## src/hw/psfb_pkg.sv

```systemverilog
// status flag bank constants: register codes, field positions, reset values
// assumes the command decoder hands 16-bit command codes to the bank
package psfb_pkg;

	// register groups, one index per status byte
	localparam int PSFB_NREG = 6;
	localparam int PSFB_VOUT = 0;
	localparam int PSFB_IOUT = 1;
	localparam int PSFB_VIN  = 2;
	localparam int PSFB_TEMP = 3;
	localparam int PSFB_COMM = 4;
	localparam int PSFB_MISC = 5;

	// command codes of the clear views
	localparam logic [15:0] PSFB_STAT_ADDR [PSFB_NREG] = '{
		16'h007A, 16'h007B, 16'h007C,
		16'h007D, 16'h007E, 16'h007F};
	// command codes of the force aliases
	localparam logic [15:0] PSFB_FORCE_ADDR [PSFB_NREG] = '{
		16'hFEC2, 16'hFEC3, 16'hFEC4,
		16'hFEC5, 16'hFEC6, 16'hFED7};
	// command codes of the alert gates; the misc group has none
	localparam logic [15:0] PSFB_GATE_ADDR [PSFB_NREG] = '{
		16'hFED2, 16'hFED3, 16'hFED4,
		16'hFED5, 16'hFED6, 16'h0000};
	localparam logic [PSFB_NREG-1:0] PSFB_HAS_GATE = 6'h1F;

	// implemented flag bits per group
	localparam logic [7:0] PSFB_IMPL [PSFB_NREG] = '{
		8'h60, 8'hA0, 8'hF1, 8'hE0, 8'hE2, 8'h01};

	// flag reset value and implemented gate bits reset value
	localparam logic [7:0] PSFB_FLAG_RST = 8'h00;
	localparam logic [7:0] PSFB_GATE_RST = 8'hFF;

	// bit positions
	localparam int PSFB_B_OUT_HIGH   = 6;
	localparam int PSFB_B_OUT_LOW    = 5;
	localparam int PSFB_B_LOAD_TRIP  = 7;
	localparam int PSFB_B_LOAD_WARN  = 5;
	localparam int PSFB_B_SUP_HTRIP  = 7;
	localparam int PSFB_B_SUP_HWARN  = 6;
	localparam int PSFB_B_SUP_LWARN  = 5;
	localparam int PSFB_B_SUP_LTRIP  = 4;
	localparam int PSFB_B_PWR_WARN   = 0;
	localparam int PSFB_B_HOT_TRIP   = 7;
	localparam int PSFB_B_HOT_WARN   = 6;
	localparam int PSFB_B_COLD_WARN  = 5;
	localparam int PSFB_B_BAD_CMD    = 7;
	localparam int PSFB_B_BAD_DATA   = 6;
	localparam int PSFB_B_PKT_ERR    = 5;
	localparam int PSFB_B_COMM_MISC  = 1;
	localparam int PSFB_B_FIRST_ALRT = 0;

endpackage

```

## src/hw/psfb_flag_bank.sv

```systemverilog
// status flag bank: six latched status bytes with clear and force views, gate
// views on all but the misc group, alert line drive and summary bits
// assumes a command decoder on core_clk presents single-cycle register
// accesses, and event inputs from same-clock logic are one-cycle pulses
`timescale 1ns/1ps
`default_nettype none

module psfb_flag_bank
	import psfb_pkg::*;
(
	input  wire logic        core_clk,
	input  wire logic        arst_n,
	// register access from the command decoder
	input  wire logic [15:0] reg_addr,
	input  wire logic        reg_wr,
	input  wire logic [7:0]  reg_wdata,
	input  wire logic        reg_rd,
	output var  logic [7:0]  reg_rdata,
	output var  logic        reg_rvalid,
	output var  logic        reg_hit,
	// comparison pulses from the converter logic
	input  wire logic        output_high_warning,
	input  wire logic        output_low_warning,
	input  wire logic        load_current_over,
	input  wire logic        fault_timer_expired,
	input  wire logic        load_current_warning,
	input  wire logic        supply_high_warning,
	input  wire logic        supply_low_warning,
	input  wire logic        input_power_warning,
	input  wire logic        hot_trip,
	input  wire logic        hot_warning,
	input  wire logic        cold_warning,
	// protocol checker pulses
	input  wire logic        bad_command,
	input  wire logic        bad_data,
	input  wire logic        packet_check_error,
	input  wire logic        comm_layer_misc,
	// comparator pins, asynchronous
	input  wire logic        input_high_limit_pin,
	input  wire logic        input_low_limit_pin,
	// shared open-drain alert line
	input  wire logic        alert_n_in,
	output var  logic        alert_n_out,
	output var  logic        alert_n_oe,
	// summary bits
	output var  logic        output_voltage_any,
	output var  logic        load_current_trip_copy
);

	////////////////////////////////////////////////////////////////////////
	// storage
	logic [7:0] flags_r [PSFB_NREG];   // latched status flags
	logic [7:0] gate_r  [PSFB_NREG];   // alert gate, 1 = masked
	logic [7:0] flags_nxt [PSFB_NREG]; // next flag values
	logic [7:0] evt [PSFB_NREG];       // hardware set sources
	logic [2:0] pin_raw;               // asynchronous pins
	logic [2:0] sync1_r;               // first synchroniser stage
	logic [2:0] sync2_r;               // second stage
	logic [2:0] sync3_r;               // third stage
	logic [2:0] pin_lvl_r;             // filtered pin levels
	logic [2:0] pin_lvl_nxt;           // next filtered levels
	logic       alert_nxt;             // any unmasked flag
	logic       first_alert;           // we start pulling a free line
	logic [7:0] rdata_nxt;             // read mux result
	logic       hit_nxt;               // address maps to a register

	////////////////////////////////////////////////////////////////////////
	// pin synchronisers, a change counts once stages two and three agree
	assign pin_raw = {alert_n_in, input_low_limit_pin, input_high_limit_pin};

	always_ff @(posedge core_clk or negedge arst_n)
	begin
		if (!arst_n)
		begin
			// alert line idles released, so no false edge after reset
			sync1_r   <= 3'h4;
			sync2_r   <= 3'h4;
			sync3_r   <= 3'h4;
			pin_lvl_r <= 3'h4;
		end
		else
		begin
			sync1_r   <= pin_raw;
			sync2_r   <= sync1_r;
			sync3_r   <= sync2_r;
			pin_lvl_r <= pin_lvl_nxt;
		end
	end

	genvar p;
	generate
		for (p = 0; p < 3; p++)
		begin : g_pin
			// agreement filter per pin
			assign pin_lvl_nxt[p] = (sync2_r[p] == sync3_r[p]) ?
				sync2_r[p] : pin_lvl_r[p];
		end
	endgenerate

	////////////////////////////////////////////////////////////////////////
	// hardware set sources per group
	// first alert: we begin driving while the line was still high
	assign first_alert = alert_nxt && !alert_n_oe &&
		pin_lvl_r[2];

	always_comb
	begin
		for (int i = 0; i < PSFB_NREG; i++)
			evt[i] = 8'h00;
		evt[PSFB_VOUT][PSFB_B_OUT_HIGH] = output_high_warning;
		evt[PSFB_VOUT][PSFB_B_OUT_LOW]  = output_low_warning;
		// trip only once the timer runs out during overcurrent
		evt[PSFB_IOUT][PSFB_B_LOAD_TRIP] =
			load_current_over && fault_timer_expired;
		evt[PSFB_IOUT][PSFB_B_LOAD_WARN] = load_current_warning;
		evt[PSFB_VIN][PSFB_B_SUP_HTRIP]  = pin_lvl_r[0];
		evt[PSFB_VIN][PSFB_B_SUP_HWARN]  = supply_high_warning;
		evt[PSFB_VIN][PSFB_B_SUP_LWARN]  = supply_low_warning;
		evt[PSFB_VIN][PSFB_B_SUP_LTRIP]  = pin_lvl_r[1];
		evt[PSFB_VIN][PSFB_B_PWR_WARN]   = input_power_warning;
		evt[PSFB_TEMP][PSFB_B_HOT_TRIP]  = hot_trip;
		evt[PSFB_TEMP][PSFB_B_HOT_WARN]  = hot_warning;
		evt[PSFB_TEMP][PSFB_B_COLD_WARN] = cold_warning;
		evt[PSFB_COMM][PSFB_B_BAD_CMD]   = bad_command;
		evt[PSFB_COMM][PSFB_B_BAD_DATA]  = bad_data;
		evt[PSFB_COMM][PSFB_B_PKT_ERR]   = packet_check_error;
		evt[PSFB_COMM][PSFB_B_COMM_MISC] = comm_layer_misc;
		evt[PSFB_MISC][PSFB_B_FIRST_ALRT] = first_alert;
	end

	////////////////////////////////////////////////////////////////////////
	// per group flag and gate registers
	genvar g;
	generate
		for (g = 0; g < PSFB_NREG; g++)
		begin : g_grp
			logic clr_hit; // write to the clear view
			logic set_hit; // write to the force alias
			logic gate_hit; // write to the gate
			assign clr_hit  = reg_wr && (reg_addr == PSFB_STAT_ADDR[g]);
			assign set_hit  = reg_wr && (reg_addr == PSFB_FORCE_ADDR[g]);
			assign gate_hit = reg_wr && PSFB_HAS_GATE[g] &&
				(reg_addr == PSFB_GATE_ADDR[g]);

			// set wins over clear; reserved bits never store
			assign flags_nxt[g] = PSFB_IMPL[g] &
				((flags_r[g] & ~(clr_hit ? reg_wdata : 8'h00)) |
				(set_hit ? reg_wdata : 8'h00) | evt[g]);

			// flag state
			always_ff @(posedge core_clk or negedge arst_n)
			begin
				if (!arst_n)
					flags_r[g] <= PSFB_FLAG_RST;
				else
					flags_r[g] <= flags_nxt[g];
			end

			// gate state, implemented bits only
			always_ff @(posedge core_clk or negedge arst_n)
			begin
				if (!arst_n)
					gate_r[g] <= PSFB_GATE_RST &
						(PSFB_HAS_GATE[g] ? PSFB_IMPL[g] : 8'h00);
				else if (gate_hit)
					gate_r[g] <= reg_wdata & PSFB_IMPL[g];
			end
		end
	endgenerate

	////////////////////////////////////////////////////////////////////////
	// alert: unmasked flags; groups without a gate count as masked
	always_comb
	begin
		alert_nxt = 1'b0;
		for (int i = 0; i < PSFB_NREG; i++)
			if (PSFB_HAS_GATE[i])
				alert_nxt = alert_nxt |
					(|(flags_r[i] & ~gate_r[i]));
	end

	// alert driver, line pulled low while enabled
	always_ff @(posedge core_clk or negedge arst_n)
	begin
		if (!arst_n)
		begin
			alert_n_oe  <= 1'b0;
			alert_n_out <= 1'b0;
		end
		else
		begin
			alert_n_oe  <= alert_nxt;
			alert_n_out <= 1'b0;
		end
	end

	////////////////////////////////////////////////////////////////////////
	// summary bits
	always_ff @(posedge core_clk or negedge arst_n)
	begin
		if (!arst_n)
		begin
			output_voltage_any     <= 1'b0;
			load_current_trip_copy <= 1'b0;
		end
		else
		begin
			output_voltage_any     <= |flags_r[PSFB_VOUT];
			load_current_trip_copy <=
				flags_r[PSFB_IOUT][PSFB_B_LOAD_TRIP];
		end
	end

	////////////////////////////////////////////////////////////////////////
	// read mux, unmapped codes return zero with reg_hit low
	always_comb
	begin
		rdata_nxt = 8'h00;
		hit_nxt   = 1'b0;
		for (int i = 0; i < PSFB_NREG; i++)
		begin
			// clear view and force alias both read the flags
			if (reg_addr == PSFB_STAT_ADDR[i] ||
				reg_addr == PSFB_FORCE_ADDR[i])
			begin
				rdata_nxt = flags_r[i];
				hit_nxt   = 1'b1;
			end
			else if (PSFB_HAS_GATE[i] && reg_addr == PSFB_GATE_ADDR[i])
			begin
				rdata_nxt = gate_r[i];
				hit_nxt   = 1'b1;
			end
		end
	end

	// read answer one cycle after the request
	always_ff @(posedge core_clk or negedge arst_n)
	begin
		if (!arst_n)
		begin
			reg_rdata  <= 8'h00;
			reg_rvalid <= 1'b0;
			reg_hit    <= 1'b0;
		end
		else
		begin
			reg_rvalid <= reg_rd;
			reg_hit    <= reg_rd && hit_nxt;
			reg_rdata  <= reg_rd ? rdata_nxt : 8'h00;
		end
	end
endmodule

`default_nettype wire

```

## config.mk

```make
export PLATFORM = sky130hd
export DESIGN_NAME = psfb_flag_bank
export DESIGN_NICKNAME = d
export VERILOG_FILES = /design/src/hw/psfb_pkg.sv /design/src/hw/psfb_flag_bank.sv
export SDC_FILE = /design/constraint.sdc
export NUM_CORES = 1
export LEC_CHECK = 0
export ABC_AREA = 1
export BUFFER_PORTS_ARGS = -buffer_cell sky130_fd_sc_hd__clkbuf_2
export CAP_MARGIN = 20
export CORE_MARGIN = 4
export CORE_UTILIZATION = 40
export CTS_CLUSTER_SIZE = 12
export DETAILED_ROUTE_END_ITERATION = 8
export HOLD_SLACK_MARGIN = 0.03
export MAX_ROUTING_LAYER = met4
export PLACE_DENSITY = 0.63
export SKIP_CTS_REPAIR_TIMING = 1
export SLEW_MARGIN = 5
export SYNTH_ARGS = -nofsm -noshare
export SYNTH_HDL_FRONTEND = slang
export SYNTH_SLANG_ARGS = --single-unit
```

## constraint.sdc

```tcl
create_clock -name core_clk -period 2.9 [get_ports core_clk]
set_input_delay 0.725 -clock core_clk [delete_from_list [all_inputs] [get_ports core_clk]]
set_output_delay 0.725 -clock core_clk [all_outputs]
set_load 0.02 [all_outputs]
```

# == Yosys cells after proc, flatten, opt, wreduce, memory -nomap -nowiden ==
# Cells that the tools add are included.
# totals
register_bits,58
latch_bits,0
ram_bits,0
mem_bits_ro,0
in_bits,46
out_inout_bits,14
wordCells,150
memories,0
# op_classes
add_sub_neg,0
mul,0
div_mod_pow,0
n_lt_le_gt_ge,0
eq_ne,20
shifts,0
n_mux,35
bitwise_logic,38
reduce_logical,34
# op_table
operator,count
$eq A16 B16 Y1 const B,11
$mux W8,19
$eq A16 B7 Y1 const B,6
$and A8 B8 Y8,8
$not A8 Y8,8
$or A8 B8 Y8,8
$reduce_or A8 Y1,5
$logic_and A1 B1 Y1,21
$mux W7,3
$or A7 B7 Y7,2
$mux W1,13
$and A7 B8 Y8,1
$not A7 Y8,1
$and A7 B7 Y7,1
$not A7 Y7,1
$logic_or A1 B1 Y1,6
$or A1 B1 Y1,6
$eq A1 B1 Y1,3
$reduce_or A2 Y1,1
$and A1 B1 Y1,1
$logic_not A1 Y1,1
$not A1 Y1,1

# == Logic depth before layout (Yosys ltp) ==
# Gate-level depths: netlist of the first run.
# logic_depth
depth_word,13
ltp_mapped,14
ltp_nobuf,14

# == Least setup slack after synthesis of the first run ==
# No wires, ideal clock.
# synth_path
path_type,input port to flip-flop
startpoint,in reg_addr[15]
endpoint,reg reg_rdata[5]
setup_ns,0.126
arrival_time_ns,1.694
required_time_ns,2.774
path_slack_ns,1.080
cell_stages,8
path_buffers,0
cell_sequence,nor2_1 -> nand2_1 -> nor2_4 -> nand2_1 -> o31ai_2 -> nor2_1 -> o21ai_0 -> a21oi_2
# synth_via
elab_chain_len,13
elab_cells_between_ends,35
classes_between,eq/ne (17); mux (12); reduce/logical (6)
# synth_rtl
item,line_no,rtl
from (decl),psfb_flag_bank.sv:14,"input wire logic [15:0] reg_addr,"
"$eq A16 B16 Y1, or another cell as far along",psfb_flag_bank.sv:229,else if (PSFB_HAS_GATE[i] && reg_addr == PSFB_GATE_ADDR[i])
$mux W7 / $logic_or A1 B1 Y1 (equally long branches),"psfb_flag_bank.sv:229, psfb_flag_bank.sv:223",
$mux W8,psfb_flag_bank.sv:223,if (reg_addr == PSFB_STAT_ADDR[i] ||
$mux W8,psfb_flag_bank.sv:229,
$mux W8,psfb_flag_bank.sv:223,
$mux W8,psfb_flag_bank.sv:229,
$mux W8,psfb_flag_bank.sv:223,
$mux W8,psfb_flag_bank.sv:229,
$mux W8,psfb_flag_bank.sv:223,
$mux W8,psfb_flag_bank.sv:229,
$mux W8,psfb_flag_bank.sv:223,
$mux W8 (*),psfb_flag_bank.sv:223,
$mux W8 (*),psfb_flag_bank.sv:250,reg_rdata <= reg_rd ? rdata_nxt : 8'h00;
to (signal assigned),psfb_flag_bank.sv:250,
to (decl),psfb_flag_bank.sv:18,"output var logic [7:0] reg_rdata,"
# Mark *: on every way between the ends. The rest lies on a longest branch, timed or not.
# A chain may end at the register's enable or synchronous reset.

# == Worst setup path after layout of the first run ==
# layout_path
startpoint,in reg_addr[15]
endpoint,reg reg_rdata[7]
# layout_via
elab_chain_len,11
elab_cells_between_ends,29
classes_between,eq/ne (14); mux (10); reduce/logical (5)
# layout_rtl
item,line_no
"$eq A16 B16 Y1, or another cell as far along",psfb_flag_bank.sv:229
$mux W8 / $logic_or A1 B1 Y1 (equally long branches),"psfb_flag_bank.sv:229, psfb_flag_bank.sv:223"
$mux W8,psfb_flag_bank.sv:223
$mux W8,psfb_flag_bank.sv:229
$mux W8,psfb_flag_bank.sv:223
$mux W8,psfb_flag_bank.sv:229
$mux W8,psfb_flag_bank.sv:223
$mux W8,psfb_flag_bank.sv:229
$mux W8,psfb_flag_bank.sv:223
$mux W8 (*),psfb_flag_bank.sv:223
$mux W8 (*),psfb_flag_bank.sv:250
# Marks and branches as above.

==> impl_summary.log, run 1 <==
INFO  metric p_per_area = 415.0 nW/um^2
INFO  metric syn_inst = 357
INFO  metric clockRootBuffer = clkbuf_8
INFO  metric regToRegStartpoint = gate_r[22]$_DFFE_PN1P_
INFO  metric route.detailed.vias_per_inst = 5.014
INFO  metric worst_pin_slew = roughly 0.7 ns
INFO  metric count_of_input_and_output_buffers = 54
INFO  metric worst_slew_margin_rel = 0.5226
INFO  metric clkTransAtPathRegs = 0.09 ns
INFO  metric synth_largest_area_cell = dfrtp_1
INFO  metric worst-path-max-fanout = 10
INFO  metric period_share = 0.6712
INFO  metric drt_iter0_markers = 164
INFO  metric cts_buffer_depth = 2
INFO  metric drv_cap = 0
INFO  metric vdd_drop_max = 0.0002747 V
INFO  metric synth_ff_type = dfrtp_1
INFO  metric drt_drc_violations_left = 0
INFO  metric drt_wl_total = 7078 um
INFO  metric mapped_cell_area = 2912 um^2
INFO  metric detail-route-antenna-nets = 0
INFO  metric clock_skew = 0.006071 ns
INFO  metric timing.final.hold_violations = 0
INFO  metric worst_path_max_delay_cell = o31ai_2
INFO  metric grt_pass1_vias = about 2,500
INFO  metric cp-startpoint = reg_addr[15]
INFO  metric finalWorstPathRequiredPeriod = 1.946 ns
INFO  metric yosysWarningCount = 0
INFO  metric area_of_the_die = approximately 8700 um^2
INFO  metric crit_chain = clkbuf_2 > nor2_1 > nand2_1 > nor2_4 > nand2_1 > o31ai_2 > nor2_1 > o21ai_0 > a21oi_2
INFO  metric power_switching_share = 0.2267
INFO  metric power_leakage = 1.627 nW
INFO  metric maxClockFrequency = 513.8 MHz
INFO  metric final_layout_size_suffix_gt1_frac = 0.2681
INFO  metric setup_violations = 0
INFO  metric h-tree-depth = 2
INFO  metric synth_seq_cells = 56
INFO  metric worst_ep_required_time = 3.10 ns
INFO  metric finished_cell_area = 3396 um^2
INFO  metric dp_hpwl = 5466 um
INFO  metric cell_internal_pwr = 1.090 mW
INFO  metric layout.nets = about 460
INFO  metric power.clock.fraction = 0.352
INFO  metric antenna_found_initial = 0
INFO  metric worstHoldStart = sync1_r[2]$_DFF_PN1_
INFO  metric gp_congestion = 0.9332
INFO  metric timing_max_transition_violations_final = 0
INFO  metric grt_pass1_wl = 12,080 um
INFO  metric holdCritPathClass = reg -> reg
INFO  metric crit_path_start_kind = primary input
INFO  metric placement.cell_area = ~3300 um^2
INFO  metric syn_area_per_cell = 8.156 um^2
INFO  metric ys_async_sr_fraction = 1.000
INFO  metric global_route.usage.total = 0.1804
INFO  metric cp-end-kind = flop
INFO  metric detail_route.first_pass.iterations = 7
INFO  metric post-route-worst-setup-slack = between 0.9 and 1 ns
INFO  metric insertion_delay = ~0.3 ns
INFO  metric wl_per_cell = 13.88 um
INFO  metric power_switching = 319.5 uW
INFO  metric instances_no_fill = 510
INFO  metric pin_count = 60
INFO  metric cts.sinks = 56
INFO  metric synth-edff-count = 0
INFO  metric post-synth-top-count-cell = nand2_1
INFO  metric rsz_0062_raised_after_global_routing = no
INFO  metric antenna_cells_inserted = 0
INFO  metric tritoncts = done
INFO  metric overflow = 0
INFO  metric syn2layout_area_growth = 16.63%
INFO  metric status = complete, no violations
INFO  metric startpoint_to_endpoint_class_of_the_critical_path = in -> reg
INFO  metric fp.coreArea = between 6000 and 7000 um^2
INFO  metric horiz_die_dim = 93.32 um
INFO  metric setup_total_negative_slack = 0 ns
INFO  metric cpPeakStageDelay = 0.47 ns
INFO  metric cts_made_buffers = 5
INFO  metric post-place-ws = 0.6446 ns
INFO  metric synth_top_cell_area_share = 0.3094
INFO  metric die_ht = 93.32 um
INFO  metric cp_data_arrival_time = 2.14 ns
INFO  metric power.share.combinational = 0.080
INFO  metric dp.cells = between 500 and 600
INFO  metric synth_seq_area_share = 0.4899
INFO  metric initial_utilization = 0.4193
INFO  metric grt_max_degree = 31
INFO  metric synth.lib_cells_used.distinct = 31
INFO  metric p_seq_frac = 0.568
INFO  metric route.vias.total = 2,557
INFO  metric synth_common_cells = nand2_1, inv_1, dfrtp_1
INFO  metric floorplan.rows = 30
INFO  metric post_synth_main_area_contributors = dfrtp_1, dfstp_2, nand2_1
==> layout make-up <==
| class | instances | area [um^2] |
|---|---|---|
| clock inverter | 2 | 35.03 |
| inverter | 60 | 225.2 |
| clock buffer | 6 | 72.57 |
| tap | 96 | 120.1 |
| sequential | 56 | 1426 |
| timing repair buffer | 55 | 290.3 |
| fill | 716 | 3548 |
| multi-input combinational | 235 | 1226 |
==> placed cells by master, fill, tap and decap left out, types with 2 or more instances in the layout <==
| cell | synthesis | routed |
|---|---|---|
| o21ai_0 | 33 | 33 |
| clkbuf_8 | 0 | 5 |
| a21oi_1 | 17 | 17 |
| nor4_1 | 2 | 2 |
| nand2_1 | 67 | 67 |
| inv_1 | 53 | 53 |
| nand3_1 | 17 | 17 |
| conb_1 | 1 | 3 |
| o21ai_1 | 3 | 3 |
| clkbuf_2 | 0 | 54 |
| o22ai_1 | 8 | 8 |
| maj3_1 | 3 | 3 |
| a21oi_2 | 3 | 3 |
| o211ai_1 | 13 | 13 |
| nor3_1 | 6 | 6 |
| dfstp_2 | 20 | 20 |
| o311ai_0 | 2 | 2 |
| nand3b_1 | 3 | 3 |
| nand2_2 | 9 | 9 |
| nand4_1 | 5 | 5 |
| nor2_4 | 4 | 4 |
| inv_2 | 7 | 7 |
| dfrtp_1 | 36 | 36 |
| nor2_1 | 28 | 28 |
| nor2_2 | 3 | 3 |
==> sequential cells by signal, indices dropped and copies added, names as in the netlist <==
| signal | cells |
|---|---|
| flags_r | 17 |
| gate_r | 16 |
| reg_rdata | 6 |
| pin_lvl_r | 3 |
| sync1_r | 3 |
| sync2_r | 3 |
| sync3_r | 3 |
| alert_n_oe | 1 |
| load_current_trip_copy | 1 |
| output_voltage_any | 1 |
| reg_hit | 1 |
| reg_rvalid | 1 |
==> per-stage QoR <==
step | hold WS, ns | util | power, mW
after CTS | 0.3608 | 0.4890 | 1.431
after floorplan | 0.3312 | - | 0.8667
after global placement | 0.3351 | 0.4735 | 0.9272
final | 0.3598 | 0.4890 | 1.409
after global routing | 0.3619 | 0.4890 | 1.478
after detailed placement | 0.3386 | 0.4735 | 0.9286
==> worst max-delay path, delay by kind of cell <==
kind | cells | cell delay, ns
simple gates | 5 | 0.68
buf+inv | 1 | 0.09
compound gates | 3 | 0.65
==> final timing paths <==
kind	slack, ns	cells past startpoint	to
max in group asynchronous	1.75	2	gate_r[45]$_DFFE_PN1P_
worst min register to register	0.36	0	sync2_r[2]$_DFF_PN1_
worst min-delay path	0.36	0	sync2_r[2]$_DFF_PN1_
worst max register to register	1.47	5	flags_r[0]$_DFF_PN0_
worst max-delay path	0.95	9	reg_rdata[7]$_DFF_PN0_
min in group asynchronous	0.46	1	flags_r[0]$_DFF_PN0_
==> logic make-up (layout without fill, tap and decap cells) <==
kind of cell | count (synthesis) | count (layout) | share of synthesized area
and+or+nand+nor | 146 | 146 | 0.2376
other | 1 | 3 | 0.001288
adders and majority gates | 3 | 3 | 0.01031
buffers and inverters | 68 | 123 | 0.09154
DFF | 56 | 56 | 0.4899
AOI/OAI and AO/OA | 83 | 83 | 0.1693
==> layer usage <==
| metal | share of wire | track usage |
|---|---|---|
| met3 | 0.072 | 0.03459 |
| met1 | 0.46 | 0.2450 |
| met2 | 0.46 | 0.2793 |
| met4 | 0.0095 | 0.04518 |
| met5 | 0 | - |
==> power groups by stage <==
stage	sequential, mW	clock [mW]	combinational (mW)
2_1_floorplan	0.815	0	0.0520
3_3_place_gp	0.815	0	0.113
3_5_place_dp	0.815	0	0.114
4_1_cts	0.801	0.516	0.114
5_1_grt	0.802	0.547	0.128
6_report	0.801	0.496	0.112
Note: power is estimated with default switching activity, not from simulation.
==> run 2: changes to the inputs <==
Clock period 2.9 ns to 2 ns, I/O delays scaled along.
==> impl_summary.log, run 2 (synthesis gave the netlist of run 1 again) <==
INFO  metric area_of_the_die = slightly below 9000 um^2
INFO  metric syn2layout_area_growth = 18.35%
INFO  metric r2r_setup_slack = 0.55 ns
INFO  metric route.detailed.vias_per_inst = 4.894
INFO  metric cts_made_buffers = 5
INFO  metric timing.final.hold_violations = 0
INFO  metric drt_iter0_markers = around 120
INFO  metric crit_path_buf_inv_count = 2
INFO  metric grt_max_degree = 25
INFO  metric fp.coreArea = 6944 um^2
INFO  metric grt_pass1_vias = 2,441
INFO  metric largest_reg_flops = 17
INFO  metric post-place-ws = between 0.07 and 0.08 ns
INFO  metric drt_drc_violations_left = 0
INFO  metric die_ht = roughly 93 um
INFO  metric final_layout_size_suffix_gt1_frac = 0.2820
INFO  metric drv_cap = 0
INFO  metric wl_per_cell = 13.55 um
INFO  metric initial_utilization = 0.4193
INFO  metric insertion_delay = about 0.3 ns
INFO  metric setup_total_negative_slack = 0 ns
INFO  metric antenna_cells_inserted = 0
INFO  metric top_register = flags_r
INFO  metric cp-end-kind = flop
INFO  metric pin_count = 60
INFO  metric multi_input_comb_area = approximately 1200 um^2
INFO  metric grt_pass1_wl = 11,620 um
INFO  metric period_share = 0.8242
INFO  metric rr_endpoint = flags_r[0]$_DFF_PN0_
INFO  metric rsz_0062_raised_after_global_routing = no
INFO  metric maxClockFrequency = 606.7 MHz
INFO  metric worstRegToRegCells = 5
INFO  metric cts_buffer_depth = 2
INFO  metric timing_max_transition_violations_final = 0
INFO  metric count_of_input_and_output_buffers = 54
INFO  metric setup_violations = 0
INFO  metric horiz_die_dim = approximately 93 um
INFO  metric final_cell_mix = nand2_1, clkbuf_2, inv_1
INFO  metric crit_path_start_kind = primary input
INFO  metric detail-route-antenna-nets = 0
INFO  metric clkTransAtPathRegs = 0.09 ns
INFO  metric timing.critical_path.to = reg_rdata[0]$_DFF_PN0_
INFO  metric route.vias.total = 2,535
INFO  metric global_route.usage.total = 0.1738
INFO  metric worst_path_max_delay_cell = o21ai_0
INFO  metric drt_wl_total = 7017 um
INFO  metric startpoint_to_endpoint_class_of_the_critical_path = in -> reg
INFO  metric status = complete, no violations
INFO  metric fillerInstances = 683
INFO  metric h-tree-depth = 2
INFO  metric dp_hpwl = 5499 um
INFO  metric worst-path-max-fanout = 10
INFO  metric overflow = 0
INFO  metric cp-startpoint = reg_addr[15]
INFO  metric regToRegStartpoint = gate_r[22]$_DFFE_PN1P_
INFO  metric holdCritPathClass = in -> async
INFO  metric crit_chain = clkbuf_2 > nor2_1 > nand2_1 > nor2_4 > nand3_1 > nand2_2 > inv_1 > o21ai_0 > a21oi_1
INFO  metric finalWorstPathRequiredPeriod = 1.648 ns
INFO  metric antenna_found_initial = 0
INFO  metric tritoncts = done
INFO  metric post-route-worst-setup-slack = 0.3517 ns
INFO  metric gp_congestion = 0.9487
INFO  metric detail_route.first_pass.iterations = 5
INFO  metric critical_path_cell_count = 9
INFO  metric worst_ep_required_time = 2.17 ns
INFO  metric clock_skew = around 0.0064 ns
INFO  metric clockRootBuffer = clkbuf_8
INFO  metric worst_hold_slack = roughly 0.12 ns
INFO  metric cp_data_arrival_time = 1.82 ns
INFO  metric p_per_area = 559.6 nW/um^2
INFO  metric layout.cells.most_common = nand2_1
INFO  metric cpPeakStageDelay = ~0.29 ns
INFO  metric power_leakage = 1.658 nW
INFO  metric layout.nets = roughly 470
INFO  metric vdd_drop_max = between 0.0003 and 0.0004 V
INFO  metric top_regs = flags_r: 17 flops, gate_r: 16 flops, reg_rdata: 6 flops
INFO  metric layout.area.seq = roughly 1400 um^2
INFO  metric critPathTopFamily = simple AND/OR/NAND/NOR gates
INFO  metric floorplan.rows = 30
INFO  metric cts.sinks = 56
==> run 2: cell types whose count changed in the layout (fill, tap and decap cells not counted), sizes merged <==
cell,change
buf,+8
clkinvlp,+1
bufinv,-1
==> run 2: worst register-to-register path: stages, from the launching register on <==
cell	delay, ns
dfstp_2	0.56
o22ai_1	0.10
nor4_1	0.30
nand2_1	0.16
nand3b_1	0.12
o211ai_1	0.08
==> run 2: area by class of cell <==
type,instances,area share
multi-input combinational,235,0.3558
inverter,60,0.06536
sequential,56,0.4139
timing repair buffer,63,0.1053
tap,96,0.03486
clock buffer,6,0.02106
clock inverter,2,0.003631
==> run 2: per-layer routing <==
metal	global-route usage	wire length (um)	share of wire
met5	-	0	0
met4	0.05250	108	0.015
met3	0.03057	405	0.058
met2	0.2668	3172	0.45
met1	0.2358	3331	0.47
==> run 2: per-stage QoR <==
| stage | cells | power (mW) | util | area [um^2] |
|---|---|---|---|---|
| final | 518 | 1.928 | 0.4962 | 3446 |
| after detailed placement | 510 | 1.354 | 0.4840 | 3361 |
| after global placement | 510 | 1.351 | 0.4840 | 3361 |
| after floorplan | 359 | 1.257 | - | 2919 |
| after CTS | 518 | 1.953 | 0.4962 | 3446 |
| after global routing | 518 | 2.027 | 0.4962 | 3446 |
==> run 2: worst min path at each step <==
stage / from / endpoint / slack, ns / cells after the start
floorplan: arst_n / alert_n_oe$_DFF_PN0_ / 0.20 / 0
global placement: sync1_r[0]$_DFF_PN0_ / sync2_r[0]$_DFF_PN0_ / 0.33 / 0
detailed placement: sync1_r[1]$_DFF_PN0_ / sync2_r[1]$_DFF_PN0_ / 0.34 / 0
CTS: arst_n / reg_rdata[4]$_DFF_PN0_ / 0.12 / 1
global route: arst_n / reg_rdata[4]$_DFF_PN0_ / 0.13 / 1
finish: arst_n / flags_r[0]$_DFF_PN0_ / 0.12 / 1
==> run 2: where the power goes <==
group / switching (mW) / internal [mW] / total [mW]
registers: 0.00727 / 1.15 / 1.16
clock network: 0.351 / 0.246 / 0.597
logic: 0.111 / 0.0597 / 0.171
==> run 3: changes to the inputs <==
Settings changed: PLACE_DENSITY 0.63 to 0.66.
Clock period 2 ns to 1.5 ns, I/O delays scaled along.
==> impl_summary.log, run 3 (synthesis gave the netlist of run 1 again) <==
INFO  metric antenna_found_initial = 0
INFO  metric layout.nets = 504
INFO  metric fp.coreArea = 6944 um^2
INFO  metric route.detailed.vias_per_inst = 4.847
INFO  metric cpPeakStageDelay = 0.58 ns
INFO  metric h-tree-depth = 2
INFO  metric antenna_cells_inserted = 0
INFO  metric largest_reg_flops = 17
INFO  metric cp-end-kind = flop
INFO  metric dp.cells = 542
INFO  metric clkTransAtPathRegs = 0.10 ns
INFO  metric critical_path_cell_count = 5
INFO  metric detail-route-antenna-nets = 0
INFO  metric worstRegToRegCells = 5
INFO  metric top_regs = flags_r: 17 flops, gate_r: 16 flops, reg_rdata: 6 flops
INFO  metric crit_path_buf_inv_count = 0
INFO  metric setup_total_negative_slack = 0 ns
INFO  metric power.share.combinational = 0.100
INFO  metric power_switching = around 680 uW
INFO  metric worst-path-max-fanout = 3
INFO  metric fillerInstances = about 630
INFO  metric drt_wl_total = 7459 um
INFO  metric clockRootBuffer = clkbuf_8
INFO  metric grt_pass1_vias = around 2,500
INFO  metric power_leakage = 1.870 nW
INFO  metric cp_data_arrival_time = 1.64 ns
INFO  metric crit_path_start_kind = flop
INFO  metric multi_input_comb_area = 1394 um^2
INFO  metric timing.critical_path.to = flags_r[0]$_DFF_PN0_
INFO  metric finished_cell_area = 3915 um^2
INFO  metric floorplan.rows = 30
INFO  metric holdCritPathClass = in -> reg
INFO  metric p_per_area = between 600 and 700 nW/um^2
INFO  metric status = complete, no violations
INFO  metric drv_cap = 0
INFO  metric cts_buffer_depth = 2
INFO  metric dp_hpwl = 5771 um
INFO  metric grt_pass1_wl = 11,870 um
INFO  metric setup_violations = 0
INFO  metric crit_chain = o22ai_1 > nor4_1 > nand2_1 > nand3b_1 > o211ai_1
INFO  metric worst_path_max_delay_cell = dfstp_2
INFO  metric p_seq_frac = 0.583
INFO  metric drt_iter0_markers = about 180
INFO  metric timing_max_transition_violations_final = 0
INFO  metric timing.final.hold_violations = 0
INFO  metric pin_count = 60
INFO  metric worst_ep_required_time = 1.68 ns
INFO  metric area_of_the_die = 8708 um^2
INFO  metric tritoncts = done
INFO  metric vdd_drop_max = 0.0004150 V
INFO  metric placement.cell_area = 3588 um^2
INFO  metric insertion_delay = around 0.32 ns
INFO  metric power_switching_share = 0.2563
INFO  metric initial_utilization = 0.4193
INFO  metric route.vias.total = 2,690
INFO  metric syn2layout_area_growth = 34.46%
INFO  metric rr_endpoint = flags_r[0]$_DFF_PN0_
INFO  metric regToRegStartpoint = gate_r[30]$_DFFE_PN1P_
INFO  metric post-route-worst-setup-slack = 0.04314 ns
INFO  metric critPathTopFamily = flip-flops
INFO  metric cts_made_buffers = 5
INFO  metric overflow = 0
INFO  metric fin_util = 0.5638
INFO  metric top_register = flags_r
INFO  metric layout.area.seq = between 1000 and 1500 um^2
INFO  metric grt_max_degree = 36
INFO  metric finalWorstPathRequiredPeriod = ~1.5 ns
INFO  metric instances_no_fill = between 500 and 600
INFO  metric cp-startpoint = gate_r[30]$_DFFE_PN1P_
INFO  metric r2r_setup_slack = 0.04 ns
INFO  metric startpoint_to_endpoint_class_of_the_critical_path = reg -> reg
INFO  metric detail_route.first_pass.iterations = 4
INFO  metric post-place-ws = -0.2972 ns
INFO  metric final_layout_size_suffix_gt1_frac = 0.4248
INFO  metric clock_skew = 0.007835 ns
INFO  metric maxClockFrequency = about 690 MHz
INFO  metric die_ht = 93.32 um
INFO  metric count_of_input_and_output_buffers = 54
INFO  metric power.clock.fraction = 0.316
INFO  metric layout.cells.most_common = nand2_1
INFO  metric wl_per_cell = 13.44 um
INFO  metric rsz_0062_raised_after_global_routing = yes
INFO  metric horiz_die_dim = 93.32 um
INFO  metric final_cell_mix = nand2_1, inv_1, clkbuf_2
INFO  metric global_route.usage.total = 0.1785
INFO  metric cell_internal_pwr = 1.974 mW
INFO  metric cts.sinks = between 50 and 60
INFO  metric drt_drc_violations_left = 0
INFO  metric period_share = 0.9712
INFO  metric gp_congestion = roughly 0.90
-- run 3: power groups by stage --
stage | Clock (mW) | Combinational [mW] | Sequential (mW)
finish | 0.840 | 0.266 | 1.55
global route | 0.910 | 0.299 | 1.55
CTS | 0.855 | 0.248 | 1.55
detailed placement | 0 | 0.247 | 1.58
global placement | 0 | 0.243 | 1.57
floorplan | 0 | 0.101 | 1.58
-- run 3: worst min-delay path by stage --
stage / startpoint / end / slack [ns] / cells past startpoint
detailed placement: arst_n / alert_n_oe$_DFF_PN0_ / 0.28 / 1
global route: alert_n_in / sync1_r[2]$_DFF_PN1_ / 0.12 / 1
floorplan: arst_n / alert_n_oe$_DFF_PN0_ / 0.08 / 0
global placement: arst_n / alert_n_oe$_DFF_PN0_ / 0.28 / 1
CTS: arst_n / reg_rdata[4]$_DFF_PN0_ / -0.06 / 1
finish: alert_n_in / sync1_r[2]$_DFF_PN1_ / 0.13 / 1
-- run 3: per-layer routing --
metal,GRT usage,vias to the layer above,wire (um)
met5,-,-,0
met4,0.03907,0,56
met3,0.03862,4,402
met2,0.2728,57,3533
met1,0.2452,1256,3467
li1,-,1373,-
-- run 3: per-stage QoR --
step | hold WS, ns | total power, mW
final | 0.1305 | 2.654
after global routing | 0.1243 | 2.761
after CTS | -0.06236 | 2.652
after detailed placement | 0.2765 | 1.823
after global placement | 0.2780 | 1.818
after floorplan | 0.07941 | 1.676
-- run 3: layout make-up --
type / instances / share of cell area
repair buffers: 100 / 0.1678
multi-input cells: 235 / 0.3560
inverters: 60 / 0.05753
flip-flops and latches: 56 / 0.3643
clock inverters: 3 / 0.006072
clock buffers: 5 / 0.01758
well taps: 96 / 0.03068
